**src/inc/port9_params.svh**
```systemverilog
// Offsets, reset values and field positions for the port 9 pin function block
`ifndef PORT9_PARAMS_SVH
`define PORT9_PARAMS_SVH
// ****************************************
// Register offsets (index; byte address is four times this)
// ****************************************
`define PORT9_IDX_LATCH       8'h19
`define PORT9_IDX_DIRECTION   8'h1c
`define PORT9_IDX_FUNCTION    8'h1d
`define PORT9_IDX_OPEN_DRAIN  8'h1e
`define PORT9_IDX_OSC_CTRL    8'h1f
// ****************************************
// Reset values
// ****************************************
`define PORT9_RST_LATCH       8'hff
`define PORT9_RST_DIRECTION   8'hc0
`define PORT9_RST_FUNCTION    8'h00
`define PORT9_RST_OPEN_DRAIN  2'h0
`define PORT9_RST_OSC_CTRL    1'h0
// ****************************************
// Field positions
// ****************************************
`define PORT9_BIT_TXD0        0
`define PORT9_BIT_RXD0        1
`define PORT9_BIT_SER_CLK0    2
`define PORT9_BIT_TXD1        3
`define PORT9_BIT_RXD1        4
`define PORT9_BIT_SER_CLK1    5
`define PORT9_BIT_OSC_A       6
`define PORT9_BIT_OSC_B       7
`define PORT9_FUNC_MASK       8'h2d
`define PORT9_OD_CH0          0
`define PORT9_OD_CH1          1
`define PORT9_OSC_ENABLE      0
`endif

```
**src/inc/port9_pkg.sv**
```systemverilog
// Types shared by the port 9 pin function block
package port9_pkg;
    typedef logic [7:0] byte_t;
    typedef enum logic [1:0] {
        PIN_PLAIN,
        PIN_OPEN_DRAIN,
        PIN_OSC
    } pin_kind_t;
endpackage

```
**src/inc/port9_cfg_if.sv**
```systemverilog
// Configuration bundle passed from the register file to the pin logic
`timescale 1ns/100ps
interface port9_cfg_if;
    import port9_pkg::*;
    byte_t latchVal;
    byte_t dirVal;
    byte_t funcVal;
    logic  [1:0] odEnVal;
    logic  oscEnable;
    modport regs (output latchVal, output dirVal, output funcVal, output odEnVal,
                  output oscEnable);
    modport pins (input latchVal, input dirVal, input funcVal, input odEnVal,
                  input oscEnable);
endinterface

```
**src/design/port9_regs.sv**
```systemverilog
// Register file of the port 9 block
`timescale 1ns/100ps
`include "port9_params.svh"
module port9_regs
    import port9_pkg::*;
(
    input  wire logic        clock,
    input  wire logic        arst_n,
    input  wire logic [7:0]  addr,
    input  wire logic [7:0]  wrData,
    input  wire logic        wrStrobe,
    input  wire logic        rdStrobe,
    input  wire byte_t       pinLevel,
    output logic      [7:0]  rdData,
    port9_cfg_if.regs        cfg
);
    byte_t latch_reg, latch_next;
    byte_t dir_reg, dir_next;
    byte_t func_reg, func_next;
    logic [1:0] odEn_reg, odEn_next;
    logic osc_reg, osc_next;
    logic [7:0] rd_reg, rd_next;

    // ****************************************
    // Next state of the registers
    // ****************************************
    // Direction and function are write only; whole byte writes only
    always_comb begin
        latch_next = latch_reg;
        dir_next   = dir_reg;
        func_next  = func_reg;
        odEn_next  = odEn_reg;
        osc_next   = osc_reg;
        rd_next    = 8'h00;
        if (wrStrobe) begin
            case (addr)
                `PORT9_IDX_LATCH:      latch_next = wrData;
                `PORT9_IDX_DIRECTION:  dir_next = wrData;
                `PORT9_IDX_FUNCTION:   func_next = wrData & `PORT9_FUNC_MASK;
                `PORT9_IDX_OPEN_DRAIN: odEn_next = wrData[1:0];
                `PORT9_IDX_OSC_CTRL:   osc_next = wrData[`PORT9_OSC_ENABLE];
                default: ;
            endcase
        end
        if (rdStrobe) begin
            case (addr)
                `PORT9_IDX_LATCH:      rd_next = pinLevel;
                `PORT9_IDX_OPEN_DRAIN: rd_next = {6'h00, odEn_reg};
                `PORT9_IDX_OSC_CTRL:   rd_next = {7'h00, osc_reg};
                default:            rd_next = 8'h00;
            endcase
        end
    end

    // ****************************************
    // Registers
    // ****************************************
    always_ff @(posedge clock or negedge arst_n) begin
        if (!arst_n) begin
            latch_reg <= `PORT9_RST_LATCH;
            dir_reg   <= `PORT9_RST_DIRECTION;
            func_reg  <= `PORT9_RST_FUNCTION;
            odEn_reg  <= `PORT9_RST_OPEN_DRAIN;
            osc_reg   <= `PORT9_RST_OSC_CTRL;
            rd_reg    <= 8'h00;
        end else begin
            latch_reg <= latch_next;
            dir_reg   <= dir_next;
            func_reg  <= func_next;
            odEn_reg  <= odEn_next;
            osc_reg   <= osc_next;
            rd_reg    <= rd_next;
        end
    end

    assign rdData        = rd_reg;
    assign cfg.latchVal  = latch_reg;
    assign cfg.dirVal    = dir_reg;
    assign cfg.funcVal   = func_reg;
    assign cfg.odEnVal   = odEn_reg;
    assign cfg.oscEnable = osc_reg;
endmodule

```
**src/design/port9_pin_cell.sv**
```systemverilog
// One pad cell: port or function output, push-pull or open-drain
`timescale 1ns/100ps
module port9_pin_cell
    import port9_pkg::*;
(
    input  wire logic      portData,
    input  wire logic      portDir,
    input  wire logic      funcSel,
    input  wire logic      funcData,
    input  wire logic      funcDrive,
    input  wire pin_kind_t kind,
    output logic           padOut,
    output logic           padOe
);
    logic value;
    logic drive;

    // Choose the source, then shape the drive by pin kind
    always_comb begin
        if (funcSel && portDir) begin
            value = funcData;
            drive = funcDrive;
        end else begin
            value = portData;
            drive = portDir;
        end
        padOut = 1'b0;
        padOe  = 1'b0;
        case (kind)
            PIN_PLAIN: begin
                padOut = value;
                padOe  = drive;
            end
            PIN_OPEN_DRAIN: begin
                padOut = 1'b0;
                padOe  = drive & ~value;
            end
            PIN_OSC: begin
                padOut = 1'b0;
                padOe  = 1'b0;
            end
            default: begin
                padOut = 1'b0;
                padOe  = 1'b0;
            end
        endcase
    end
endmodule

```
**src/design/port9_pin_function_mux.sv**
```systemverilog
// Port 9 top: register file, pad cells and serial channel hookup
// Bit map of the port
// bit 0: transmit data of channel zero, push-pull or open-drain
// bit 1: receive data of channel zero, always routed to the channel
// bit 2: clear-to-send input or serial clock of channel zero
// bit 3: transmit data of channel one, push-pull or open-drain
// bit 4: receive data of channel one, always routed to the channel
// bit 5: clear-to-send input or serial clock of channel one
// bit 6: open-drain port bit or oscillator input side
// bit 7: open-drain port bit or oscillator output side
//
// Limitation: the oscillator lives outside; this block only steps aside for it
//
// Design decision made here: the address-and-strobe port.
`timescale 1ns/100ps
`include "port9_params.svh"
module port9_pin_function_mux
    import port9_pkg::*;
(
    input  wire logic        clock,
    input  wire logic        arst_n,
    // Register port
    input  wire logic [7:0]  addr,
    input  wire logic [7:0]  wrData,
    input  wire logic        wrStrobe,
    input  wire logic        rdStrobe,
    output logic      [7:0]  rdData,
    // Pads
    input  wire logic [7:0]  padIn,
    output logic      [7:0]  padOut,
    output logic      [7:0]  padOe,
    // Serial channel zero
    input  wire logic        txData0,
    output logic             rxData0,
    output logic             ctsIn0,
    input  wire logic        sclkOut0,
    output logic             sclkIn0,
    // Serial channel one
    input  wire logic        txData1,
    output logic             rxData1,
    output logic             ctsIn1,
    input  wire logic        sclkOut1,
    output logic             sclkIn1,
    // Low-frequency oscillator hookup
    output logic             oscPinsActive,
    output logic             oscInput
);
    // ****************************************
    // Bit positions, named for the helpers
    // ****************************************
    localparam int TxBit0  = `PORT9_BIT_TXD0;
    localparam int RxBit0  = `PORT9_BIT_RXD0;
    localparam int ClkBit0 = `PORT9_BIT_SER_CLK0;
    localparam int TxBit1  = `PORT9_BIT_TXD1;
    localparam int RxBit1  = `PORT9_BIT_RXD1;
    localparam int ClkBit1 = `PORT9_BIT_SER_CLK1;
    localparam int OscBitA = `PORT9_BIT_OSC_A;
    localparam int OscBitB = `PORT9_BIT_OSC_B;
    localparam int NumPins = 8;

    // ****************************************
    // Configuration bundle and per-bit wiring
    // ****************************************
    port9_cfg_if cfg ();
    // Function path per bit, kept as vectors so each stage can be probed
    logic      [7:0] funcData;
    logic      [7:0] funcSel;
    logic      [7:0] funcDrive;
    pin_kind_t       kinds [NumPins];
    // Named views of the configuration, read by the pin logic below
    logic      [7:0] latchBits;
    logic      [7:0] dirBits;
    logic      [7:0] funcBits;
    logic      [1:0] odEnBits;
    logic            oscOn;

    // ****************************************
    // Decoding helpers
    // ****************************************
    // True for bits that own a serial output; select and drive both use it,
    // so a bit can never be handed to a function with no source behind it
    function automatic logic has_out_func(input int bitIdx);
        logic result;
        result = 1'b0;
        case (bitIdx)
            TxBit0:  result = 1'b1;
            ClkBit0: result = 1'b1;
            TxBit1:  result = 1'b1;
            ClkBit1: result = 1'b1;
            // Receive bits have no serial output; they drive only as port bits
            RxBit0:  result = 1'b0;
            RxBit1:  result = 1'b0;
            // Upper bits belong to the oscillator, not to the channels
            OscBitA: result = 1'b0;
            OscBitB: result = 1'b0;
            default: result = 1'b0;
        endcase
        return result;
    endfunction

    // Serial output that feeds a bit; zero where the bit has none
    function automatic logic out_source(
        input int   bitIdx,
        input logic tx0,
        input logic tx1,
        input logic clk0,
        input logic clk1
    );
        logic result;
        result = 1'b0;
        case (bitIdx)
            TxBit0:  result = tx0;
            TxBit1:  result = tx1;
            ClkBit0: result = clk0;
            ClkBit1: result = clk1;
            // A fixed zero keeps unused bits from floating in the cell
            default: result = 1'b0;
        endcase
        return result;
    endfunction

    // Pad kind of a bit from the open-drain enables and the oscillator switch
    function automatic pin_kind_t pin_kind_of(
        input int         bitIdx,
        input logic [1:0] odEn,
        input logic       oscEnOn
    );
        pin_kind_t result;
        result = PIN_PLAIN;
        case (bitIdx)
            TxBit0:  result = odEn[`PORT9_OD_CH0] ? PIN_OPEN_DRAIN : PIN_PLAIN;
            TxBit1:  result = odEn[`PORT9_OD_CH1] ? PIN_OPEN_DRAIN : PIN_PLAIN;
            OscBitA: result = oscEnOn ? PIN_OSC : PIN_OPEN_DRAIN;
            OscBitB: result = oscEnOn ? PIN_OSC : PIN_OPEN_DRAIN;
            default: result = PIN_PLAIN;
        endcase
        return result;
    endfunction

    // ****************************************
    // Register file
    // ****************************************
    // Read data leave from a flop, so the bus always sees one cycle latency
    port9_regs u_regs (
        .clock    (clock),
        .arst_n   (arst_n),
        .addr     (addr),
        .wrData   (wrData),
        .wrStrobe (wrStrobe),
        .rdStrobe (rdStrobe),
        .pinLevel (padIn),
        .rdData   (rdData),
        .cfg      (cfg)
    );

    // ****************************************
    // Configuration views
    // ****************************************
    // Plain copies; they keep the interface names out of the pin logic
    assign latchBits = cfg.latchVal;
    assign dirBits   = cfg.dirVal;
    assign funcBits  = cfg.funcVal;
    assign odEnBits  = cfg.odEnVal;
    assign oscOn     = cfg.oscEnable;

    // ****************************************
    // Per-bit function path and pad cells
    // ****************************************
    // One cell per bit keeps every pin on the same priority path
    for (genvar g = 0; g < NumPins; g++) begin : gen_pin
        assign funcSel[g]   = has_out_func(g) & funcBits[g];
        // A function drives only where it exists; the cell adds the direction
        assign funcDrive[g] = has_out_func(g);
        assign funcData[g]  = out_source(g, txData0, txData1, sclkOut0, sclkOut1);
        assign kinds[g]     = pin_kind_of(g, odEnBits, oscOn);
        port9_pin_cell u_cell (
            .portData  (latchBits[g]),
            .portDir   (dirBits[g]),
            .funcSel   (funcSel[g]),
            .funcData  (funcData[g]),
            .funcDrive (funcDrive[g]),
            .kind      (kinds[g]),
            .padOut    (padOut[g]),
            .padOe     (padOe[g])
        );
    end

    // ****************************************
    // Inputs toward serial channel zero
    // ****************************************
    // receive always fed
    // There is no switch here: a pin read as a plain input still feeds the receiver
    assign rxData0 = padIn[RxBit0];
    // clear to send and clock in
    // Both views share one pin; the channel decides which one it listens to
    assign ctsIn0  = padIn[ClkBit0];
    assign sclkIn0 = padIn[ClkBit0];

    // ****************************************
    // Inputs toward serial channel one
    // ****************************************
    // receive always fed
    assign rxData1 = padIn[RxBit1];
    // clear to send and clock in
    assign ctsIn1  = padIn[ClkBit1];
    assign sclkIn1 = padIn[ClkBit1];

    // ****************************************
    // Low-frequency oscillator hookup
    // ****************************************
    // oscillator sees upper pin
    // Gated so a port level never reaches the oscillator while it is off
    assign oscPinsActive = oscOn;
    assign oscInput      = oscOn & padIn[OscBitA];
endmodule

```
**config.mk**
```make
export PLATFORM = sky130hd
export DESIGN_NAME = port9_pin_function_mux
export DESIGN_NICKNAME = d
export VERILOG_FILES = /design/src/inc/port9_pkg.sv /design/src/inc/port9_cfg_if.sv /design/src/design/port9_regs.sv /design/src/design/port9_pin_cell.sv /design/src/design/port9_pin_function_mux.sv
export VERILOG_INCLUDE_DIRS = /design/src /design/src/inc
export SDC_FILE = /design/constraint.sdc
export NUM_CORES = 1
export LEC_CHECK = 0
export ABC_AREA = 1
export BUFFER_PORTS_ARGS = -buffer_cell sky130_fd_sc_hd__buf_4
export CAP_MARGIN = 20
export CORE_MARGIN = 10
export CORE_UTILIZATION = 35
export CTS_CLUSTER_DIAMETER = 50
export CTS_CLUSTER_SIZE = 25
export DETAILED_ROUTE_END_ITERATION = 6
export REMOVE_ABC_BUFFERS = 1
export SYNTH_ARGS = -nofsm -noshare
export SYNTH_HDL_FRONTEND = slang
export SYNTH_SLANG_ARGS = --single-unit
```
**constraint.sdc**
```tcl
create_clock -name clock -period 1.1 [get_ports clock]
set_clock_uncertainty 0.1 [all_clocks]
set_input_delay 0.165 -clock clock [delete_from_list [all_inputs] [get_ports clock]]
set_output_delay 0.165 -clock clock [all_outputs]
set_load 0.01 [all_outputs]
```
==> qor.csv, run 1 <==
stage,metric,value,unit
outcome,outcome,"finished, violations left",
outcome,violations,negative setup slack,
detailed_routing,post_drt_wl_per_cell,13.0,um
logic_synthesis,async_flop_share,100,%
sta,maxClockFrequency,679,MHz
logic_synthesis,yosys_warnings,0,
setup_path,rr_endpoint,u_regs.rdData[0]$_DFF_PN0_,
grt,grt_overflow,0,
power,pwr_density_cell,1160,nW/um2
detailed_routing,drc,0,
logic_synthesis,synth_common_cells,"41 x nand2_1, 29 x inv_1, 22 x buf_4, 21 x dfrtp_1, 18 x o21ai_0",
die,num_rows,24,
die,start_util,37.1,%
finish,drive_above_1_share,51.9,%
die,die_area,7850,um2
logic_synthesis,synth-seq-cells,31,
sta,period_share,134,%
setup_path,cp.required,830,ps
clocking,h-tree-depth,2,
finish,final_cell_area,2430,um2
placed_design,dp_slack,-205,ps
sta,setup_viol,13,
detailed_routing,drt_wl_total,4.12,mm
detailed_routing,drtIter0Drc,37,
hold_path,hold-path-endpoint,u_regs.cfg.latchVal[1]$_DFFE_PN1P_,
sta,final-max-slew-violation-count,0,
grt,grt_pass1_wl,6.60,mm
setup_path,worstSetupPathType,register to output pin,
power,power_leakage,1.30,nW
setup_path,ff2ff_path_depth,5,
grt,grt_antenna_before_repair,0,
hold_path,holdPathStages,3,
sta,hold_viol_final,0,
sta,fin_tns_setup,-2920,ps
clocking,insertion_delay,280,ps
hold_path,hp-class,input pin to register,
placed_design,numPortBuffers,61,
detailed_routing,via_count,1391,
setup_path,worstPathArrival,1210,ps
setup_path,rrSetupSlack,90,ps
grt,track_usage,10.8,%
logic_synthesis,synth.distinct_cells,23,
clocking,cts_tree,yes,
logic_synthesis,synth.yosys.seq_area_share,47.8,%
detailed_routing,antenna_left,0,
logic_synthesis,netlist.area_leader.share,31.9,%
run,max_cap_violations,0,
grt,grt_pass1_vias,1434,
detailed_routing,firstDrtPassIters,4,
power,ir_worst_vdd,0.482,mV
placed_design,gp_congestion,0.777,
clocking,clockBufferDepth,2,
setup_path,worstReg2RegStart,u_regs.cfg.oscEnable$_DFFE_PN0P_,
die,die_y,88.6,um
sta,fin_ws,-373,ps
logic_synthesis,synth_area_leaders,"dfrtp_1 32%, dfstp_2 16%, buf_4 10%",
sta,fin_crit,1470,ps
die,dieWidth,88.6,um
clocking,cts_made_buffers,5,
logic_synthesis,synth-main-ff-cell,dfrtp_1,
hold_path,hold_start,wrData[1],
setup_path,cp-end-kind,output pin,
grt,grt_max_degree,32,
finish,area_delta_synth_final,47.7,%
finish,fin_cells,316,
die,core_area,4440,um2
die,io_pins,64,
placed_design,dp.cells,296,
logic_synthesis,synth_cells,192,
clocking,clock-sinks,31,
clocking,clkTransAtPathRegs,70,ps
placed_design,placed_area,2110,um2
logic_synthesis,synthesis.area,1650,um2
finish,finalNetCount,295,
logic_synthesis,synth-edff-count,0,
clocking,clock_tree.root_cell,clkbuf_8,
setup_path,worstPathMaxFanout,2,
placed_design,dp_hpwl,3.06,mm
logic_synthesis,yosysMostFrequentCell,nand2_1,
setup_path,start_kind,register,
logic_synthesis,avgSynthCellArea,8.58,um2
sta,rsz0062_at_grt,true,
finish,n_antenna_cell,0,
detailed_routing,drt-vias-per-instance,4.40,
logic_synthesis,yosys.area.top_type,dfrtp_1,
[cell type report]
cell class / count / area [um2]
repair buffers: 88 / 737
flip-flops and latches: 31 / 790
well taps: 52 / 65.1
multi-input cells: 106 / 608
fillers: 406 / 2010
inverters: 31 / 116
clock inverters: 2 / 35.0
clock buffers: 6 / 82.6
[routing by layer]
layer	share of wire, %	track usage, %
met2	44	17.5
met5	0	0
met4	1.3	3.96
met3	13	5.97
met1	42	11.7
[worst max path at each step]
stage / startpoint / end / cells past startpoint
final: u_regs.cfg.latchVal[3]$_DFFE_PN1P_ / padOut[3] / 5
after global routing: u_regs.cfg.latchVal[3]$_DFFE_PN1P_ / padOut[3] / 5
after floorplan: u_regs.cfg.latchVal[0]$_DFFE_PN1P_ / padOut[0] / 4
after detailed placement: addr[5] / u_regs.cfg.latchVal[5]$_DFFE_PN1P_ / 8
after CTS: u_regs.cfg.latchVal[3]$_DFFE_PN1P_ / padOut[3] / 5
after global placement: addr[5] / u_regs.cfg.latchVal[5]$_DFFE_PN1P_ / 8
[worst max-delay path, cell delays in order (launching register included)]
cell     delay (ps)
dfstp_2         540
nand2_2          50
o21ai_2          60
inv_1            60
nor2_2           90
buf_4           130
[through the flow]
stage          power [mW]  util [%]  hold slack, ps
6_report             2.81      54.8            3.37
3_5_place_dp         1.62      47.5            21.4
5_1_grt              2.94      54.8            8.90
2_1_floorplan        1.37         -            -231
3_3_place_gp         1.61      47.5            18.6
4_1_cts              2.83      53.4           0.169
[registers in the layout (all words and copies together), names as in the netlist]
register and flops:
u_regs.cfg.funcVal 4, u_regs.cfg.dirVal 8, u_regs.cfg.latchVal 8, u_regs.rdData 8, u_regs.cfg.oscEnable 1, u_regs.cfg.odEnVal 2
[cell usage in the layout (no fill, tap or decap), drive strengths merged]
cell type and instances:
nor2 18, dfstp 10, conb 2, a21oi 2
nand3 7, buf 79, bufinv 1, nor3b 1
nand4 3, o21ai 26, dlygate4sd3 9, inv 31
dfrtp 21, nand2 45, clkbuf 6, clkinv 1
a21boi 2
[logic make-up (layout without fill, tap and decap cells)]
family	after synthesis	in the layout	share of synthesized area (%)
buf+inv	57	127	18.9
compound gates	30	30	11.2
other cells	1	2	0.228
simple gates	73	74	21.8
flops	31	31	47.8
[report_power, final]
group / total (mW) / switching (mW) / leakage (nW) / internal (mW)
clock: 1.16 / 0.426 / 0.0612 / 0.732
combinational: 0.419 / 0.192 / 0.842 / 0.227
sequential: 1.23 / 0.0316 / 0.393 / 1.20
[what timing repair did]
action | in CTS | in global routing
gates resized for setup | 19 | 16
endpoints found under the setup margin | 14 | 19
setup buffers | 1 | 1
endpoints found under the hold margin | 29 | 0
gates cloned | 0 | 1
pin swaps | 5 | 7
hold buffers | 9 | 0
Power figures use the tool's default switching activity.
==> run 2, diff against run 1 <==
--- a/config.mk
+++ b/config.mk
@@ -7,13 +7,14 @@
 export NUM_CORES = 1
 export LEC_CHECK = 0
 export ABC_AREA = 1
-export BUFFER_PORTS_ARGS = -buffer_cell sky130_fd_sc_hd__buf_4
 export CAP_MARGIN = 20
 export CORE_MARGIN = 10
 export CORE_UTILIZATION = 35
 export CTS_CLUSTER_DIAMETER = 50
 export CTS_CLUSTER_SIZE = 25
 export DETAILED_ROUTE_END_ITERATION = 6
+export DONT_BUFFER_PORTS = 1
+export RECOVER_POWER = 100
 export REMOVE_ABC_BUFFERS = 1
 export SYNTH_ARGS = -nofsm -noshare
 export SYNTH_HDL_FRONTEND = slang
==> qor.csv, run 2 (synthesis gave the netlist of run 1 again) <==
stage,metric,value,unit
setup_path,worstPathMaxFanout,2,
die,start_util,37.1,%
sta,hold_viol_final,0,
setup_path,ff2ff_path_depth,5,
placed_design,numPortBuffers,0,
clocking,clock-sinks,31,
die,io_pins,64,
grt,grt_antenna_before_repair,0,
clocking,clkTransAtPathRegs,60,ps
detailed_routing,drc,0,
clocking,clockBufferDepth,2,
clocking,h-tree-depth,2,
die,dieWidth,88.6,um
detailed_routing,antenna_left,0,
placed_design,dp_hpwl,2.88,mm
sta,final-max-slew-violation-count,0,
run,max_cap_violations,0,
detailed_routing,firstDrtPassIters,4,
setup_path,worstPathArrival,1170,ps
die,die_area,7850,um2
sta,setup_viol,14,
die,num_rows,24,
detailed_routing,drtIter0Drc,40,
finish,area_delta_synth_final,23.3,%
setup_path,worstSetupPathType,register to output pin,
setup_path,start_kind,register,
hold_path,holdPathStages,2,
grt,grt_pass1_wl,6.09,mm
grt,track_usage,10.2,%
hold_path,hp-class,input pin to register,
placed_design,dp.cells,241,
outcome,outcome,"finished, violations left",
sta,fin_ws,-340,ps
power,power_leakage,1.02,nW
finish,layout_commonest_cell,nand2_1,
sta,fin_crit,1440,ps
finish,finalNetCount,250,
die,core_area,4440,um2
finish,drive_above_1_share,32.0,%
grt,grt_max_degree,32,
clocking,insertion_delay,280,ps
clocking,clock_tree.root_cell,clkbuf_8,
detailed_routing,drt_wl_total,3.90,mm
outcome,violations,negative setup slack,
setup_path,cp_cell_sequence,"nand2_1, o21ai_1, a21boi_1, buf_4",
setup_path,cp_slowest_cell,dfstp_2,
grt,grt_pass1_vias,1250,
finish,fin_cells,271,
detailed_routing,via_count,1227,
sta,maxClockFrequency,694,MHz
grt,grt_overflow,0,
detailed_routing,drt-vias-per-instance,4.53,
sta,holdWs,37.6,ps
clocking,cts_tree,yes,
setup_path,worst_path_largest_cell_delay,530,ps
finish,n_antenna_cell,0,
finish,layout_common_cells,"38 x nand2_1, 25 x inv_1, 20 x o21ai_0, 20 x dfrtp_1",
placed_design,gp_congestion,0.736,
die,die_y,88.6,um
power,ir_worst_vdd,0.558,mV
sta,rsz0062_at_grt,true,
setup_path,cp-end-kind,output pin,
clocking,cts_made_buffers,5,
power,pwr_density_cell,1310,nW/um2
detailed_routing,post_drt_wl_per_cell,14.4,um
setup_path,cp.required,830,ps
sta,period_share,131,%
-- run 2: changes by cell type in the layout (fill, tap and decap cells not counted), sizes merged --
cell and delta:
buf -59, clkbuf +6, dlygate4sd3 +9, nor2 -1
-- run 2: critical path, delay by kind of cell, from the launching register on --
family / cells / cell delay (ps)
buffers and inverters: 1 / 150
AOI/OAI and AO/OA: 2 / 170
and+or+nand+nor: 1 / 50
DFF: 1 / 530
-- run 2: timing repair --
item / 4_1_cts / 5_1_grt
hold buffers: 19 / 0
hold endpoints to repair: 60 / 0
endpoints found under the setup margin: 12 / 14
pin swaps: 5 / 5
resized for setup: 19 / 8
setup buffers: 1 / 2
-- run 2: power by group --
part	internal, mW	switching [mW]
clock network	0.732	0.410
logic	0.132	0.144
registers	1.20	0.0353
total	2.07	0.589
-- run 2: cell type report --
| class | instances | area [um2] |
|---|---|---|
| fill | 442 | 2410 |
| sequential | 31 | 790 |
| multi-input combinational | 105 | 566 |
| timing repair buffer | 44 | 378 |
| inverter | 31 | 116 |
| clock buffer | 6 | 82.6 |
| tap | 52 | 65.1 |
| clock inverter | 2 | 35.0 |
-- run 2: path summary, 6_finish.rpt --
path,slack (ps),startpoint,end
min reg2reg,370,u_regs.cfg.latchVal[3]$_DFFE_PN1P_,u_regs.cfg.latchVal[3]$_DFFE_PN1P_
min,40,wrStrobe,u_regs.cfg.odEnVal[1]$_DFFE_PN0P_
max in group asynchronous,260,arst_n,u_regs.cfg.latchVal[0]$_DFFE_PN1P_
max,-340,u_regs.cfg.latchVal[3]$_DFFE_PN1P_,padOe[3]
max reg2reg,60,u_regs.cfg.oscEnable$_DFFE_PN0P_,u_regs.rdData[0]$_DFF_PN0_
min in group asynchronous,300,arst_n,u_regs.rdData[1]$_DFF_PN0_
-- run 2: through the flow --
step | util, % | setup TNS (ps) | power, mW | cell area (um2) | setup WS [ps]
after floorplan | - | -5.20 | 1.37 | 1460 | -0.851
after global placement | 38.2 | -312 | 1.43 | 1700 | -74.8
after detailed placement | 38.2 | -517 | 1.44 | 1700 | -88.3
after CTS | 46.5 | -2610 | 2.72 | 2070 | -353
after global routing | 45.7 | -4440 | 2.80 | 2030 | -398
final | 45.7 | -2340 | 2.65 | 2030 | -340
-- run 2: routing by layer --
layer  global-route usage [%]  up-vias  share of wire [%]
met5                        0        -                  0
met4                     3.96        0               0.90
met3                     4.78        4                 11
met2                     17.1       59                 47
met1                     11.1      547                 41
li1                         -      617                  -
==> run 3, diff against run 2 <==
--- a/config.mk
+++ b/config.mk
@@ -14,8 +14,10 @@
 export CTS_CLUSTER_SIZE = 25
 export DETAILED_ROUTE_END_ITERATION = 6
 export DONT_BUFFER_PORTS = 1
+export PLACE_DENSITY = 0.6
 export RECOVER_POWER = 100
 export REMOVE_ABC_BUFFERS = 1
+export SETUP_SLACK_MARGIN = 0.02
 export SYNTH_ARGS = -nofsm -noshare
 export SYNTH_HDL_FRONTEND = slang
 export SYNTH_SLANG_ARGS = --single-unit
==> qor.csv, run 3 (synthesis gave the netlist of run 1 again) <==
stage,metric,value,unit
grt,grt_max_degree,32,
clocking,cts_tree,yes,
placed_design,dp.cells,241,
power,power_leakage,1.02,nW
detailed_routing,antenna_left,0,
finish,final_cell_area,2040,um2
die,start_util,37.1,%
power,sw_frac_of_total,22.2,%
setup_path,worstSetupPathType,register to output pin,
clocking,clock-sinks,31,
placed_design,dp_slack,-88.3,ps
clocking,h-tree-depth,2,
setup_path,cp_slowest_cell,dfstp_2,
detailed_routing,post_drt_wl_per_cell,14.4,um
detailed_routing,drt-vias-per-instance,4.52,
setup_path,rrSetupSlack,50,ps
clocking,cts_made_buffers,5,
sta,maxClockFrequency,695,MHz
sta,period_share,131,%
sta,holdWs,38.4,ps
power,seq_power_share,46.6,%
power,pwr_density_cell,1300,nW/um2
die,core_area,4440,um2
sta,fin_crit,1440,ps
finish,drive_above_1_share,32.4,%
outcome,violations,negative setup slack,
sta,fin_tns_setup,-2450,ps
finish,area_delta_synth_final,23.7,%
finish,filler_cell_count,442,
power,ir_worst_vdd,0.558,mV
power,pwr-share-clk,43.0,%
outcome,outcome,"finished, violations left",
detailed_routing,via_count,1224,
power,comb_power_share,10.4,%
finish,layout_common_cells,"37 x nand2_1, 25 x inv_1, 21 x dfrtp_1",
finish,finalNetCount,250,
detailed_routing,drc,0,
finish,fin_cells,271,
grt,grt_antenna_before_repair,0,
placed_design,dp_hpwl,2.88,mm
finish,fin_util,45.9,%
sta,hold_viol_final,0,
grt,grt_overflow,0,
setup_path,worstPathArrival,1170,ps
power,total_power,2.65,mW
finish,n_antenna_cell,0,
grt,grt_pass1_wl,6.10,mm
placed_design,gp_congestion,0.736,
setup_path,worstPathMaxFanout,2,
power,internal_power,2.06,mW
clocking,clkTransAtPathRegs,60,ps
sta,rsz0062_at_grt,true,
sta,fin_ws,-340,ps
clocking,insertion_delay,270,ps
setup_path,cp.required,830,ps
sta,setup_viol,15,
placed_design,placed_area,1700,um2
die,io_pins,64,
setup_path,cp-end-kind,output pin,
setup_path,cp_cell_sequence,"nand2_1, o21ai_1, a21boi_1, buf_4",
die,num_rows,24,
die,dieWidth,88.6,um
detailed_routing,drt_wl_total,3.90,mm
clocking,clock_tree.root_cell,clkbuf_8,
die,die_y,88.6,um
run,max_cap_violations,0,
sta,final-max-slew-violation-count,0,
detailed_routing,firstDrtPassIters,4,
finish,layout_commonest_cell,nand2_1,
grt,grt_pass1_vias,1251,
clocking,clockBufferDepth,2,
setup_path,start_kind,register,
placed_design,numPortBuffers,0,
grt,track_usage,10.3,%
power,p_switching,0.589,mW
setup_path,worst_path_largest_cell_delay,530,ps
detailed_routing,drtIter0Drc,40,
die,die_area,7850,um2
hold_path,hp-class,input pin to register,
run 3: final timing paths:
kind                                                    startpoint                                  to  depth (start not counted)
worst max-delay path            u_regs.cfg.latchVal[3]$_DFFE_PN1P_                            padOe[3]                          4
worst min-delay path                                      padIn[0]          u_regs.rdData[0]$_DFF_PN0_                          4
worst max register to register    u_regs.cfg.oscEnable$_DFFE_PN0P_          u_regs.rdData[0]$_DFF_PN0_                          5
worst min register to register  u_regs.cfg.latchVal[3]$_DFFE_PN1P_  u_regs.cfg.latchVal[3]$_DFFE_PN1P_                          2
max in group asynchronous                                   arst_n  u_regs.cfg.latchVal[0]$_DFFE_PN1P_                          2
min in group asynchronous                                   arst_n          u_regs.rdData[1]$_DFF_PN0_                          2
run 3: layout make-up:
| type | count | area [um2] | area share, % |
|---|---|---|---|
| clock buffer | 6 | 82.6 | 4.05 |
| clock inverter | 2 | 35.0 | 1.72 |
| inverter | 31 | 116 | 5.71 |
| multi-input combinational | 105 | 573 | 28.1 |
| sequential | 31 | 788 | 38.7 |
| tap | 52 | 65.1 | 3.19 |
| timing repair buffer | 44 | 378 | 18.5 |
run 3: repair_timing:
action	4_1_cts	5_1_grt
cloned	0	0
pin swaps	5	5
buffers inserted	1	2
hold buffers	19	0
hold endpoints to repair	60	0
setup endpoints to repair	15	15
resized for setup	20	9
run 3: worst max-delay path, delay by kind of cell, from the launching register on:
family | cells | cell delay (ps)
DFF | 1 | 530
AOI/OAI and AO/OA | 2 | 170
buffers and inverters | 1 | 150
and+or+nand+nor | 1 | 50
run 3: power groups by stage:
stage,sequential [mW],clock (mW),combinational (mW)
2_1_floorplan,1.25,0,0.120
3_3_place_gp,1.25,0,0.185
3_5_place_dp,1.25,0,0.189
4_1_cts,1.24,1.19,0.297
5_1_grt,1.24,1.25,0.314
6_report,1.24,1.14,0.276
run 3: layer usage:
metal,global-route usage [%],vias to the layer above,routed length (um)
met1,11.1,544,1600
met4,3.96,0,35
li1,-,617,-
met5,0,-,0
met2,17.1,59,1840
met3,4.78,4,417
